File: config.mk
export PLATFORM = sky130hd
export DESIGN_NAME = urxtf_top
export DESIGN_NICKNAME = d
export VERILOG_FILES = /design/src/urxtf_tick.v /design/src/urxtf_top.v
export VERILOG_INCLUDE_DIRS = /design/src
export SDC_FILE = /design/constraint.sdc
export NUM_CORES = 1
export LEC_CHECK = 0
export BUFFER_PORTS_ARGS = -buffer_cell sky130_fd_sc_hd__buf_2
export CAP_MARGIN = 20
export CORE_MARGIN = 10
export CORE_UTILIZATION = 61
export DETAILED_ROUTE_END_ITERATION = 6
export PLACE_DENSITY = 0.89
export SYNTH_ARGS = -nofsm -noshare
export SYNTH_HDL_FRONTEND = slang
export SYNTH_HIERARCHICAL = 1
export SYNTH_SLANG_ARGS = --single-unit
File: constraint.sdc
create_clock -name pclk -period 6.95 [get_ports pclk]
set_input_delay 0.3475 -clock pclk [delete_from_list [all_inputs] [get_ports pclk]]
set_output_delay 0.3475 -clock pclk [all_outputs]
set_load 0.01 [all_outputs]
File: src/urxtf_map.vh
// register offsets, field positions, reset values and timing constants
// for the receive-timeout and line-flag unit; definitions only
`ifndef URXTF_MAP_VH
`define URXTF_MAP_VH

// ==========================================
// register byte offsets
`define URXTF_OFS_TIMEOUT 12'h00c
`define URXTF_OFS_FLAGS 12'h018

// ==========================================
// timeout period field
`define URXTF_PERIOD_W 22
`define URXTF_PERIOD_RST 22'h0001ff

// ==========================================
// line flag bit positions
`define URXTF_FL_CTS 0
`define URXTF_FL_BUSY 3
`define URXTF_FL_RXE 4
`define URXTF_FL_TXF 5
`define URXTF_FL_RXF 6
`define URXTF_FL_TXE 7
`define URXTF_FL_CTS_CHANGE_FLAG 9
`define URXTF_FL_RSV_LO 10
`define URXTF_FL_RSV_HI 12
`define URXTF_FL_RTXD 13
`define URXTF_FL_RSV_VAL 3'h7
`define URXTF_CTS_CHANGE_FLAG_RST 1'b1

// ==========================================
// oversampling: ticks per bit are 16 or 8
`define URXTF_OVS16_SHIFT 4
`define URXTF_OVS8_SHIFT 3

`endif

File: src/urxtf_tick.v
// oversampling tick generator: one pulse per sample period
// assumes the divisor is stable while enabled
`timescale 1ns/1ps

module urxtf_tick #(
    parameter DIV_W = 16
) (
    pclk,
    presetn,
    div,
    tick
);
    input wire pclk;
    input wire presetn;
    input wire [DIV_W-1:0] div;
    output wire tick;

    reg [DIV_W-1:0] cnt_ff;
    wire [DIV_W-1:0] nxt_cnt;

    // a divisor of zero or one gives a tick on every cycle
    assign tick = (cnt_ff == {DIV_W{1'b0}}) || (div <= {{(DIV_W-1){1'b0}}, 1'b1});
    assign nxt_cnt = tick ? (div - {{(DIV_W-1){1'b0}}, 1'b1}) : (cnt_ff - {{(DIV_W-1){1'b0}}, 1'b1});

    always @(posedge pclk or negedge presetn) begin
        if (!presetn) begin
            cnt_ff <= {DIV_W{1'b0}};
        end else begin
            cnt_ff <= nxt_cnt;
        end
    end
endmodule // urxtf_tick

File: src/urxtf_top.v
// receive-timeout generator and line-flag register, APB slave
// assumes fifo levels, tx state and flow-control events come from
// the surrounding uart, synchronous to pclk
//
// Operation
// - timeout period is 22 writable bits resetting to 0x1ff, upper bits reserved; here the upper 10 bits are stored and read back
// - timeout asserts only while rx fifo non-empty and idle for the period
// - timeout length counts period in bit-clock ticks of 16 or 8 per bit
// - busy reads 1 while transmitting, until last stop bit leaves shifter
// - busy clears when tx disabled mid character, sets again when resumed
// - busy sets once the tx fifo is non-empty, even with uart disabled
// - rx empty flag resets to 1; fifo empty or holding register empty
// - tx full flag shows fifo full or holding register full
// - rx full flag shows fifo full or holding register full
// - tx empty flag resets to 1; fifo empty or holding register empty
// - cts change flag sets on cts change since last flag read
// - remote stopped sets on xoff sent for rx level, clears on xon sent
// - rx fifo disabled means character mode with one holding register; here only the timeout uses rx_fifo_enable, rx flags use fifo_enable
// - oversample select 0 gives 16x, 1 gives 8x, for timeout and baud; here oversample_select is unused and the tick follows baud_div only
//
// Register access over APB was left to the implementer.
`timescale 1ns/1ps
`include "urxtf_map.vh"

module urxtf_top #(
    parameter DIV_W = 16
) (
    pclk,
    presetn,
    psel,
    penable,
    pwrite,
    paddr,
    pwdata,
    prdata,
    pready,
    pslverr,
    baud_div,
    oversample_select,
    fifo_enable,
    rx_fifo_enable,
    rx_char_done,
    rx_fifo_empty,
    rx_fifo_full,
    rx_hold_full,
    tx_fifo_empty,
    tx_fifo_full,
    tx_hold_full,
    tx_shift_active,
    tx_enable,
    cts_in,
    sw_flow_enable,
    xoff_sent,
    xon_sent,
    rx_timeout
);
    input wire pclk;
    input wire presetn;
    input wire psel;
    input wire penable;
    input wire pwrite;
    input wire [11:0] paddr;
    input wire [31:0] pwdata;
    output reg [31:0] prdata;
    output wire pready;
    output wire pslverr;
    // integer divisor giving the oversampling tick rate
    input wire [DIV_W-1:0] baud_div;
    input wire oversample_select;
    input wire fifo_enable;
    input wire rx_fifo_enable;
    // one-cycle pulse when a received character is stored
    input wire rx_char_done;
    input wire rx_fifo_empty;
    input wire rx_fifo_full;
    input wire rx_hold_full;
    input wire tx_fifo_empty;
    input wire tx_fifo_full;
    input wire tx_hold_full;
    // shifter holds a character not yet fully sent, stop bits included
    input wire tx_shift_active;
    input wire tx_enable;
    input wire cts_in;
    input wire sw_flow_enable;
    // one-cycle pulses from the flow-control logic
    input wire xoff_sent;
    input wire xon_sent;
    output reg rx_timeout;

    // ==========================================
    // apb decode
    wire acc = psel && penable;
    // the read word is captured at the setup edge, so a flag read clears
    // change detection there and nothing seen after the capture is lost
    wire rd_setup = psel && !penable && !pwrite;
    wire hit_to = ({2'b00, paddr[11:2]} == (`URXTF_OFS_TIMEOUT >> 2));
    wire hit_fl = ({2'b00, paddr[11:2]} == (`URXTF_OFS_FLAGS >> 2));
    wire wr_to = acc && pwrite && hit_to;
    wire rd_fl = rd_setup && hit_fl;

    // zero wait states; unmapped addresses answer with an error
    assign pready = 1'b1;
    assign pslverr = acc && !(hit_to || hit_fl);

    // ==========================================
    // timeout period register
    reg [`URXTF_PERIOD_W-1:0] period_ff;
    reg [31-`URXTF_PERIOD_W:0] period_rsv_ff;

    always @(posedge pclk or negedge presetn) begin
        if (!presetn) begin
            period_ff <= `URXTF_PERIOD_RST;
            period_rsv_ff <= {(32-`URXTF_PERIOD_W){1'b0}};
        end else if (wr_to) begin
            period_ff <= pwdata[`URXTF_PERIOD_W-1:0];
            period_rsv_ff <= pwdata[31:`URXTF_PERIOD_W];
        end
    end

    // ==========================================
    // receive timeout
    // the period counts oversampling ticks, so one bit is 16 or 8 counts
    // and only baud_div sets the tick; oversample_select is not used here
    wire samp_tick;

    urxtf_tick #(
        .DIV_W(DIV_W)
    ) u_tick (
        .pclk(pclk),
        .presetn(presetn),
        .div(baud_div),
        .tick(samp_tick)
    );

    // character mode uses the holding register as a one-deep fifo
    wire rx_empty_now = rx_fifo_enable ? rx_fifo_empty : !rx_hold_full;

    reg [`URXTF_PERIOD_W-1:0] to_cnt_ff;
    reg [`URXTF_PERIOD_W-1:0] nxt_to_cnt;
    reg nxt_rx_timeout;

    always @* begin
        nxt_to_cnt = to_cnt_ff;
        nxt_rx_timeout = rx_timeout;
        if (rx_empty_now || rx_char_done) begin
            nxt_to_cnt = {`URXTF_PERIOD_W{1'b0}};
            nxt_rx_timeout = 1'b0;
        end else if (samp_tick && !rx_timeout) begin
            if (to_cnt_ff + 22'h000001 >= period_ff) begin
                nxt_rx_timeout = 1'b1;
            end else begin
                nxt_to_cnt = to_cnt_ff + 22'h000001;
            end
        end
    end

    always @(posedge pclk or negedge presetn) begin
        if (!presetn) begin
            to_cnt_ff <= {`URXTF_PERIOD_W{1'b0}};
            rx_timeout <= 1'b0;
        end else begin
            to_cnt_ff <= nxt_to_cnt;
            rx_timeout <= nxt_rx_timeout;
        end
    end

    // ==========================================
    // cts change detection
    reg cts_last_ff;
    reg cts_chg_ff;
    wire cts_edge = (cts_in != cts_last_ff);

    always @(posedge pclk or negedge presetn) begin
        if (!presetn) begin
            cts_last_ff <= 1'b0;
            cts_chg_ff <= `URXTF_CTS_CHANGE_FLAG_RST;
        end else begin
            cts_last_ff <= cts_in;
            // a change in the read cycle survives the read
            if (cts_edge) begin
                cts_chg_ff <= 1'b1;
            end else if (rd_fl) begin
                cts_chg_ff <= 1'b0;
            end
        end
    end

    // ==========================================
    // software flow-control state
    reg remote_tx_stopped_ff;

    always @(posedge pclk or negedge presetn) begin
        if (!presetn) begin
            remote_tx_stopped_ff <= 1'b0;
        end else if (!sw_flow_enable) begin
            remote_tx_stopped_ff <= 1'b0;
        end else if (xoff_sent) begin
            remote_tx_stopped_ff <= 1'b1;
        end else if (xon_sent) begin
            remote_tx_stopped_ff <= 1'b0;
        end
    end

    // ==========================================
    // status flags, registered each cycle
    reg busy_ff;
    reg rx_empty_flag_ff;
    reg tx_full_flag_ff;
    reg rx_full_flag_ff;
    reg tx_empty_flag_ff;
    wire tx_empty_now = fifo_enable ? tx_fifo_empty : !tx_hold_full;

    always @(posedge pclk or negedge presetn) begin
        if (!presetn) begin
            busy_ff <= 1'b0;
            rx_empty_flag_ff <= 1'b1;
            tx_full_flag_ff <= 1'b0;
            rx_full_flag_ff <= 1'b0;
            tx_empty_flag_ff <= 1'b1;
        end else begin
            // pending data alone sets busy; a disabled shifter drops it
            busy_ff <= !tx_empty_now || (tx_shift_active && tx_enable);
            rx_empty_flag_ff <= fifo_enable ? rx_fifo_empty : !rx_hold_full;
            tx_full_flag_ff <= fifo_enable ? tx_fifo_full : tx_hold_full;
            rx_full_flag_ff <= fifo_enable ? rx_fifo_full : rx_hold_full;
            tx_empty_flag_ff <= tx_empty_now;
        end
    end

    // ==========================================
    // read data
    reg [31:0] flags_word;

    always @* begin
        flags_word = 32'h00000000;
        flags_word[`URXTF_FL_CTS] = cts_last_ff;
        flags_word[`URXTF_FL_BUSY] = busy_ff;
        flags_word[`URXTF_FL_RXE] = rx_empty_flag_ff;
        flags_word[`URXTF_FL_TXF] = tx_full_flag_ff;
        flags_word[`URXTF_FL_RXF] = rx_full_flag_ff;
        flags_word[`URXTF_FL_TXE] = tx_empty_flag_ff;
        flags_word[`URXTF_FL_CTS_CHANGE_FLAG] = cts_chg_ff;
        flags_word[`URXTF_FL_RSV_HI:`URXTF_FL_RSV_LO] = `URXTF_FL_RSV_VAL;
        flags_word[`URXTF_FL_RTXD] = remote_tx_stopped_ff;
    end

    reg [31:0] rd_word;
    reg [31:0] nxt_prdata;

    always @* begin
        rd_word = 32'h00000000;
        if (hit_to) begin
            rd_word = {period_rsv_ff, period_ff};
        end else if (hit_fl) begin
            rd_word = flags_word;
        end
    end

    // prdata comes from a flop: loaded at the setup edge, held through access
    always @* begin
        nxt_prdata = 32'h00000000;
        if (rd_setup) begin
            nxt_prdata = rd_word;
        end else if (acc && !pwrite) begin
            nxt_prdata = prdata;
        end
    end

    always @(posedge pclk or negedge presetn) begin
        if (!presetn) begin
            prdata <= 32'h00000000;
        end else begin
            prdata <= nxt_prdata;
        end
    end
endmodule // urxtf_top

### Yosys cells after proc, flatten, opt, wreduce, memory -nomap -nowiden

Index checks and enable logic that the tools add are counted.

| word-level totals | value |
|---|---|
| output and inout bits | 35 |
| register bits after elaboration | 111 |
| logic and storage cells | 73 |
| bits of input ports | 81 |

| operators by class | value |
|---|---|
| reductions and logical operators | 27 |
| $lt $le $gt $ge | 2 |
| add/subtract/negate cells | 3 |
| multiplexer cells | 21 |
| equal/unequal tests | 6 |

Operators with widths:

| cell | number |
|---|---|
| two-way mux 32 bit | 3 |
| two-way mux 22 bit | 3 |
| subtractor 16 x 1 -> 16 bit, second input constant | 2 |
| adder 22 x 1 -> 22 bit, second input constant | 1 |
| >= comparator 22 bit | 1 |
| <= comparator 16 x 1 -> 1 bit, second input constant | 1 |
| zero test 16 bit | 1 |
| two-way mux 16 bit | 1 |
| two-way mux 14 bit | 1 |
| two-way mux 1 bit | 13 |
| == test 10 x 2 -> 1 bit, second input constant | 1 |
| == test 10 x 3 -> 1 bit, second input constant | 1 |
| logical AND 1 bit | 10 |
| zero test 1 bit | 7 |
| nonzero test 2 bit | 3 |
| logical OR 1 bit | 4 |
| inequality test 2 bit, second input constant | 2 |
| AND reduction 2 bit | 2 |
| inequality test 3 x 1 -> 1 bit, second input constant | 1 |
| inequality test 1 bit | 1 |

### Depth between registers and ports, before layout

| depth | value |
|---|---|
| word-level depth | 6 |
| gate-level depth with buffers | 15 |
| depth with buffers taken out | 13 |

### Hierarchy

The synthesis kept the hierarchy.

By module, submodules not included:

| module | area each (µm²) | cells an instance | times used | seq. area each (µm²) |
|---|---|---|---|---|
| urxtf_top | 4,958.5 | 466 | 1 | 2,392.3 |
| urxtf_tick | 1,262.5 | 144 | 1 | 400.4 |

### Least setup slack after synthesis

OpenSTA, ideal clock, no wires.

| timing path | value |
|---|---|
| path type | reg2reg |
| start | register to_cnt_ff[0] |
| end | register to_cnt_ff[17] |
| path slack | 3.751 ns |
| buffers on the path | 1 |
| cell stages (with the launch flop) | 15 |
| setup time | 0.078 ns |
| clock period less this slack | 3.199 ns |
| arrival | 3.121 ns |
| required time | 6.872 ns |
| path through | dfrtp_1 -> ha_1 -> and3_1 -> nand4_1 -> nor2_1 -> nand3_1 -> xnor2_1 -> ha_1 -> a21o_1 -> a221o_1 -> a21oi_4 -> nand3_4 -> buf_6 -> or4_1 -> a21oi_1 |

| on the way | value |
|---|---|
| cells in the longest elaborated chain, start to end | 4 |
| elaborated cells between the ends (all ways) | 7 |
| classes of those cells | add/sub (1); order compare (1); eq/ne (1); mux (3); reduce/logical (1) |

Ends and longest elaborated chain:

| element | RTL line | text |
|---|---|---|
| start, declared | urxtf_top.v:138 | `` reg [`URXTF_PERIOD_W-1:0] to_cnt_ff; `` |
| start signal, assigned | urxtf_top.v:159 | `` to_cnt_ff <= {`URXTF_PERIOD_W{1'b0}}; `` |
| start signal, assigned | urxtf_top.v:162 | `to_cnt_ff <= nxt_to_cnt;` |
| adder 22 x 1 -> 22 bit * | urxtf_top.v:149, urxtf_top.v:152 |  |
| >= comparator 22 bit / two-way mux 22 bit (equally long branches) | urxtf_top.v:149 | `if (to_cnt_ff + 22'h000001 >= period_ff) begin` |
| inequality test 2 bit (no line) / two-way mux 22 bit (equally long branches) | - |  |
| AND reduction 2 bit (no line) / two-way mux 22 bit (equally long branches) | - |  |

Every way passes the cells marked *; elsewhere a longest branch is shown, timed or not. The select of a mux whose other input is x is not followed.
A chain may end at the register's enable or synchronous reset.

### Worst setup path after layout

| timing path | value |
|---|---|
| start | register to_cnt_ff[0] |
| end | register to_cnt_ff[11] |

The elaborated chain is that of the path after synthesis.

==> impl_results.md <==
* Status: finished, final reports clean
* Worst vdd ir at 0.128 mV
* Crit share post-route at 56.8%
* R2R setup slack at 3.00 ns
* Hold slack final at 0.0989 ns
* H-tree levels at 3
* Hold Path Depth at 1
* CP Capture Type: flip-flop
* Root buffer cell: clkbuf_8
* Endpoints failing hold at 0
* Crit path depth at 13
* Largest net degree at the start of global routing at 83
* CP top delay family: simple AND/OR/NAND/NOR gates
* Die area at 14,600 µm²
* Reg2Reg Depth at 13
* IO Port Bufs at 111
* Slew margin rel. at 49.8%
* Flops & latches, synth at 111
* Post-DP HPWL at 11,600 µm
* Post-DRT Antenna Nets at 0
* Top cells by area, synth: dfrtp_1 (40%), mux2_1 (5.8%), ha_1 (5.6%)
* CTS resizes at 0
* Required @ worst endpoint at 7.26 ns
* Sequential element share of the synthesized area at 44.9%
* Worst-Margin Slew at 0.751 ns
* CP Data Arrival Time at 4.26 ns
* CP max-delay cell: or4_1
* Final Wtd Congestion at 0.851
* Fillcell total at 663
* Longest Clk Path Bufs at 2
* Crit-path max cell delay at 0.51 ns
* TritonCTS clock tree: built
* CTS buffer count at 9
* Final setup skew at 0.0117 ns
* Peak clock frequency supported by timing at 253 MHz
* Hold Path End: cts_last_ff$_DFF_PN0_
* Crit path cell chain: ha_1 > and3_1 > nand4_1 > nor2_1 > nand3_1 > xnor2_1 > ha_1 > a21o_1 > a221o_1 > a21oi_4 > nand3_4 > or4_1 > a21oi_1
* 1st-iter DRT viols at 520
* Via count at 5,158
* Nature of the critical path startpoint: flip-flop
* Mean Syn Cell Area at 10.2 µm²
* Syn_nets at 719
* R2R Path Start: to_cnt_ff[0]$_DFFE_PN0P_
* First-pass GRT wire length at 25,400 µm
* Synth warn at 6
* Ports at 116
* Clk_lat worst skew at 0.39 ns
* Ys flop type: dfrtp_1
* Die X at 121 µm
* Max-slew violations at 0
* WP buf/inv at 0
* Die H at 121 µm
* Share of layout cells above drive strength 1 at 23.7%
* Leakage Power at 0.00334 µW
* # clock sinks at 111
* Aggregate routed wire length at 15,600 µm
* Cell row count at 36
* Critical path class: flip-flop to flip-flop
* Cell Area, Synth at 6220 µm²
* Max-cap violations at 0
* Initial antenna violation count at 0
* Post-Synthesis Cells at 610
* Drt wl/cell at 18.4 µm
* Worst-path maximum fanout at 29
* GRT Resource Usage Total at 21.0%
* Synth async-reset ratio at 100%
* Hold Crit Class: primary input to flip-flop
* Initial Util at 63.1%
* DR vias/cell at 6.08
* Setup TNS at 0 ns
* Post-synth top area cell: dfrtp_1
* Fin worst setup slack at 3.00 ns
* RSZ-0062 raised after global routing: no
* Residual DRC count at 0
* Fin crit period at 3.95 ns
* Global route total overflow at 0
* N_diodes at 0
* Worst R2R End: to_cnt_ff[11]$_DFFE_PN0P_
* # nets final at 820
* Dpl ws at 2.64 ns
* Clk slew on worst S/H paths at 0.11 ns
* Core Area at 9860 µm²
* Top cell type's share of synthesized area at 39.8%
* Vias in the first global route at 5,175
* P&R area growth vs syn at 15.0%
* Setup violations, final at 0
* PwrDens at 172 nW/µm²
* 1st-pass router iterations at 5
* Hold path startpoint: cts_in
* Post-CTS Setup Inserts at 0
* CP dominant cell by count: ha_1
* Distinct cells, synth at 59
* Number of synthesized flops with an enable pin at 0
==> worst reg2reg max path: stages (launching register included) <==
cell and delay [ns]:
dfrtp_1 0.47, ha_1 0.29, and3_1 0.18, nand4_1 0.11, nor2_1 0.29, nand3_1 0.20
xnor2_1 0.17, ha_1 0.29, a21o_1 0.19, a221o_1 0.44, a21oi_4 0.27, nand3_4 0.29
or4_1 0.52, a21oi_1 0.16
==> logic make-up after synthesis <==
| kind of cell | synth area share (%) |
|---|---|
| simple gates | 17.9 |
| compound gates | 13.7 |
| flops | 44.9 |
| buf+inv | 4.38 |
| xor+xnor | 6.48 |
| mux | 6.96 |
| fa+ha+maj | 5.63 |
| other cells | 0.0603 |
==> layout make-up <==
cell class                      count  area, µm²  share of cell area [%]
Sequential cell                   111       2790                    39.0
Inverter                           30        113                    1.57
Timing Repair Buffer              120        706                    9.87
Clock buffer                        9        124                    1.73
Tap cell                          133        166                    2.33
Multi-Input combinational cell    439       3160                    44.2
Clock inverter                      7       92.6                    1.29
==> cell usage after synthesis, types with 17 or more instances <==
cell,n
nand4_1,17
inv_1,30
a22o_1,21
dfrtp_1,99
a21oi_1,37
mux2_1,32
nand2_1,48
or4_1,19
ha_1,28
nor2_1,42
xnor2_1,32
==> metrics by stage <==
stage	area (µm²)	total power (µW)	utilization [%]	cells
6_report	7150	1230	72.5	849
5_1_grt	7150	1280	72.5	849
4_1_cts	7070	1220	71.7	846
3_5_place_dp	6850	813	69.4	829
3_3_place_gp	6820	803	69.1	828
2_1_floorplan	6220	755	-	610
==> worst max-delay path by stage <==
stage                              from                   endpoint  slack (ns)
2_1_floorplan  to_cnt_ff[0]$_DFFE_PN0P_  to_cnt_ff[17]$_DFFE_PN0P_        3.75
3_3_place_gp   to_cnt_ff[0]$_DFFE_PN0P_  to_cnt_ff[16]$_DFFE_PN0P_        2.85
3_5_place_dp   to_cnt_ff[0]$_DFFE_PN0P_  to_cnt_ff[18]$_DFFE_PN0P_        2.64
4_1_cts        to_cnt_ff[0]$_DFFE_PN0P_  to_cnt_ff[19]$_DFFE_PN0P_        2.60
5_1_grt        to_cnt_ff[0]$_DFFE_PN0P_  to_cnt_ff[11]$_DFFE_PN0P_        2.80
6_report       to_cnt_ff[0]$_DFFE_PN0P_  to_cnt_ff[11]$_DFFE_PN0P_        3.00
==> layer usage <==
layer	part of all wire, %	up-vias	global-route usage [%]
met5	0	-	0
met4	1.9	0	6.33
met3	6.8	31	4.75
met2	50	210	36.6
met1	41	2509	25.2
li1	-	2408	-
==> flip-flops by register name, summed over array words and instances (netlist names), 10 cells and up <==
signal and count:
to_cnt_ff 22, period_rsv_ff 10, prdata 32, u_tick/cnt_ff 16, period_ff 22
==> power by group <==
part / switching, µW / internal (µW) / total (µW) / leakage [µW]
combinational: 70.3 / 51.7 / 122 / 0.00178
sequential: 22.7 / 663 / 686 / 0.00145
clock: 241 / 177 / 419 / 0.000110
total: 334 / 893 / 1230 / 0.00334
==> cell usage in the layout, fill, tap and decap left out, drive strengths merged, types with 5 or more instances in the layout <==
cell	instances
clkbuf	10
inv	35
ha	28
nor4	9
nor3	12
buf	118
mux2i	5
xnor2	32
or4	19
nor2	42
nand2	48
o31ai	15
o21ai	19
a22o	21
nand3	18
mux2	34
and3	8
a21oi	46
dfrtp	99
dfstp	12
o211ai	6
nand4	17
xor2	14
==> timing repair <==
item / in CTS / in global routing
hold endpoints to repair: 27 / 0
hold buffers: 1 / 0
setup endpoints to repair: 0 / 0
No activity file was read; power rests on OpenSTA's default activity.
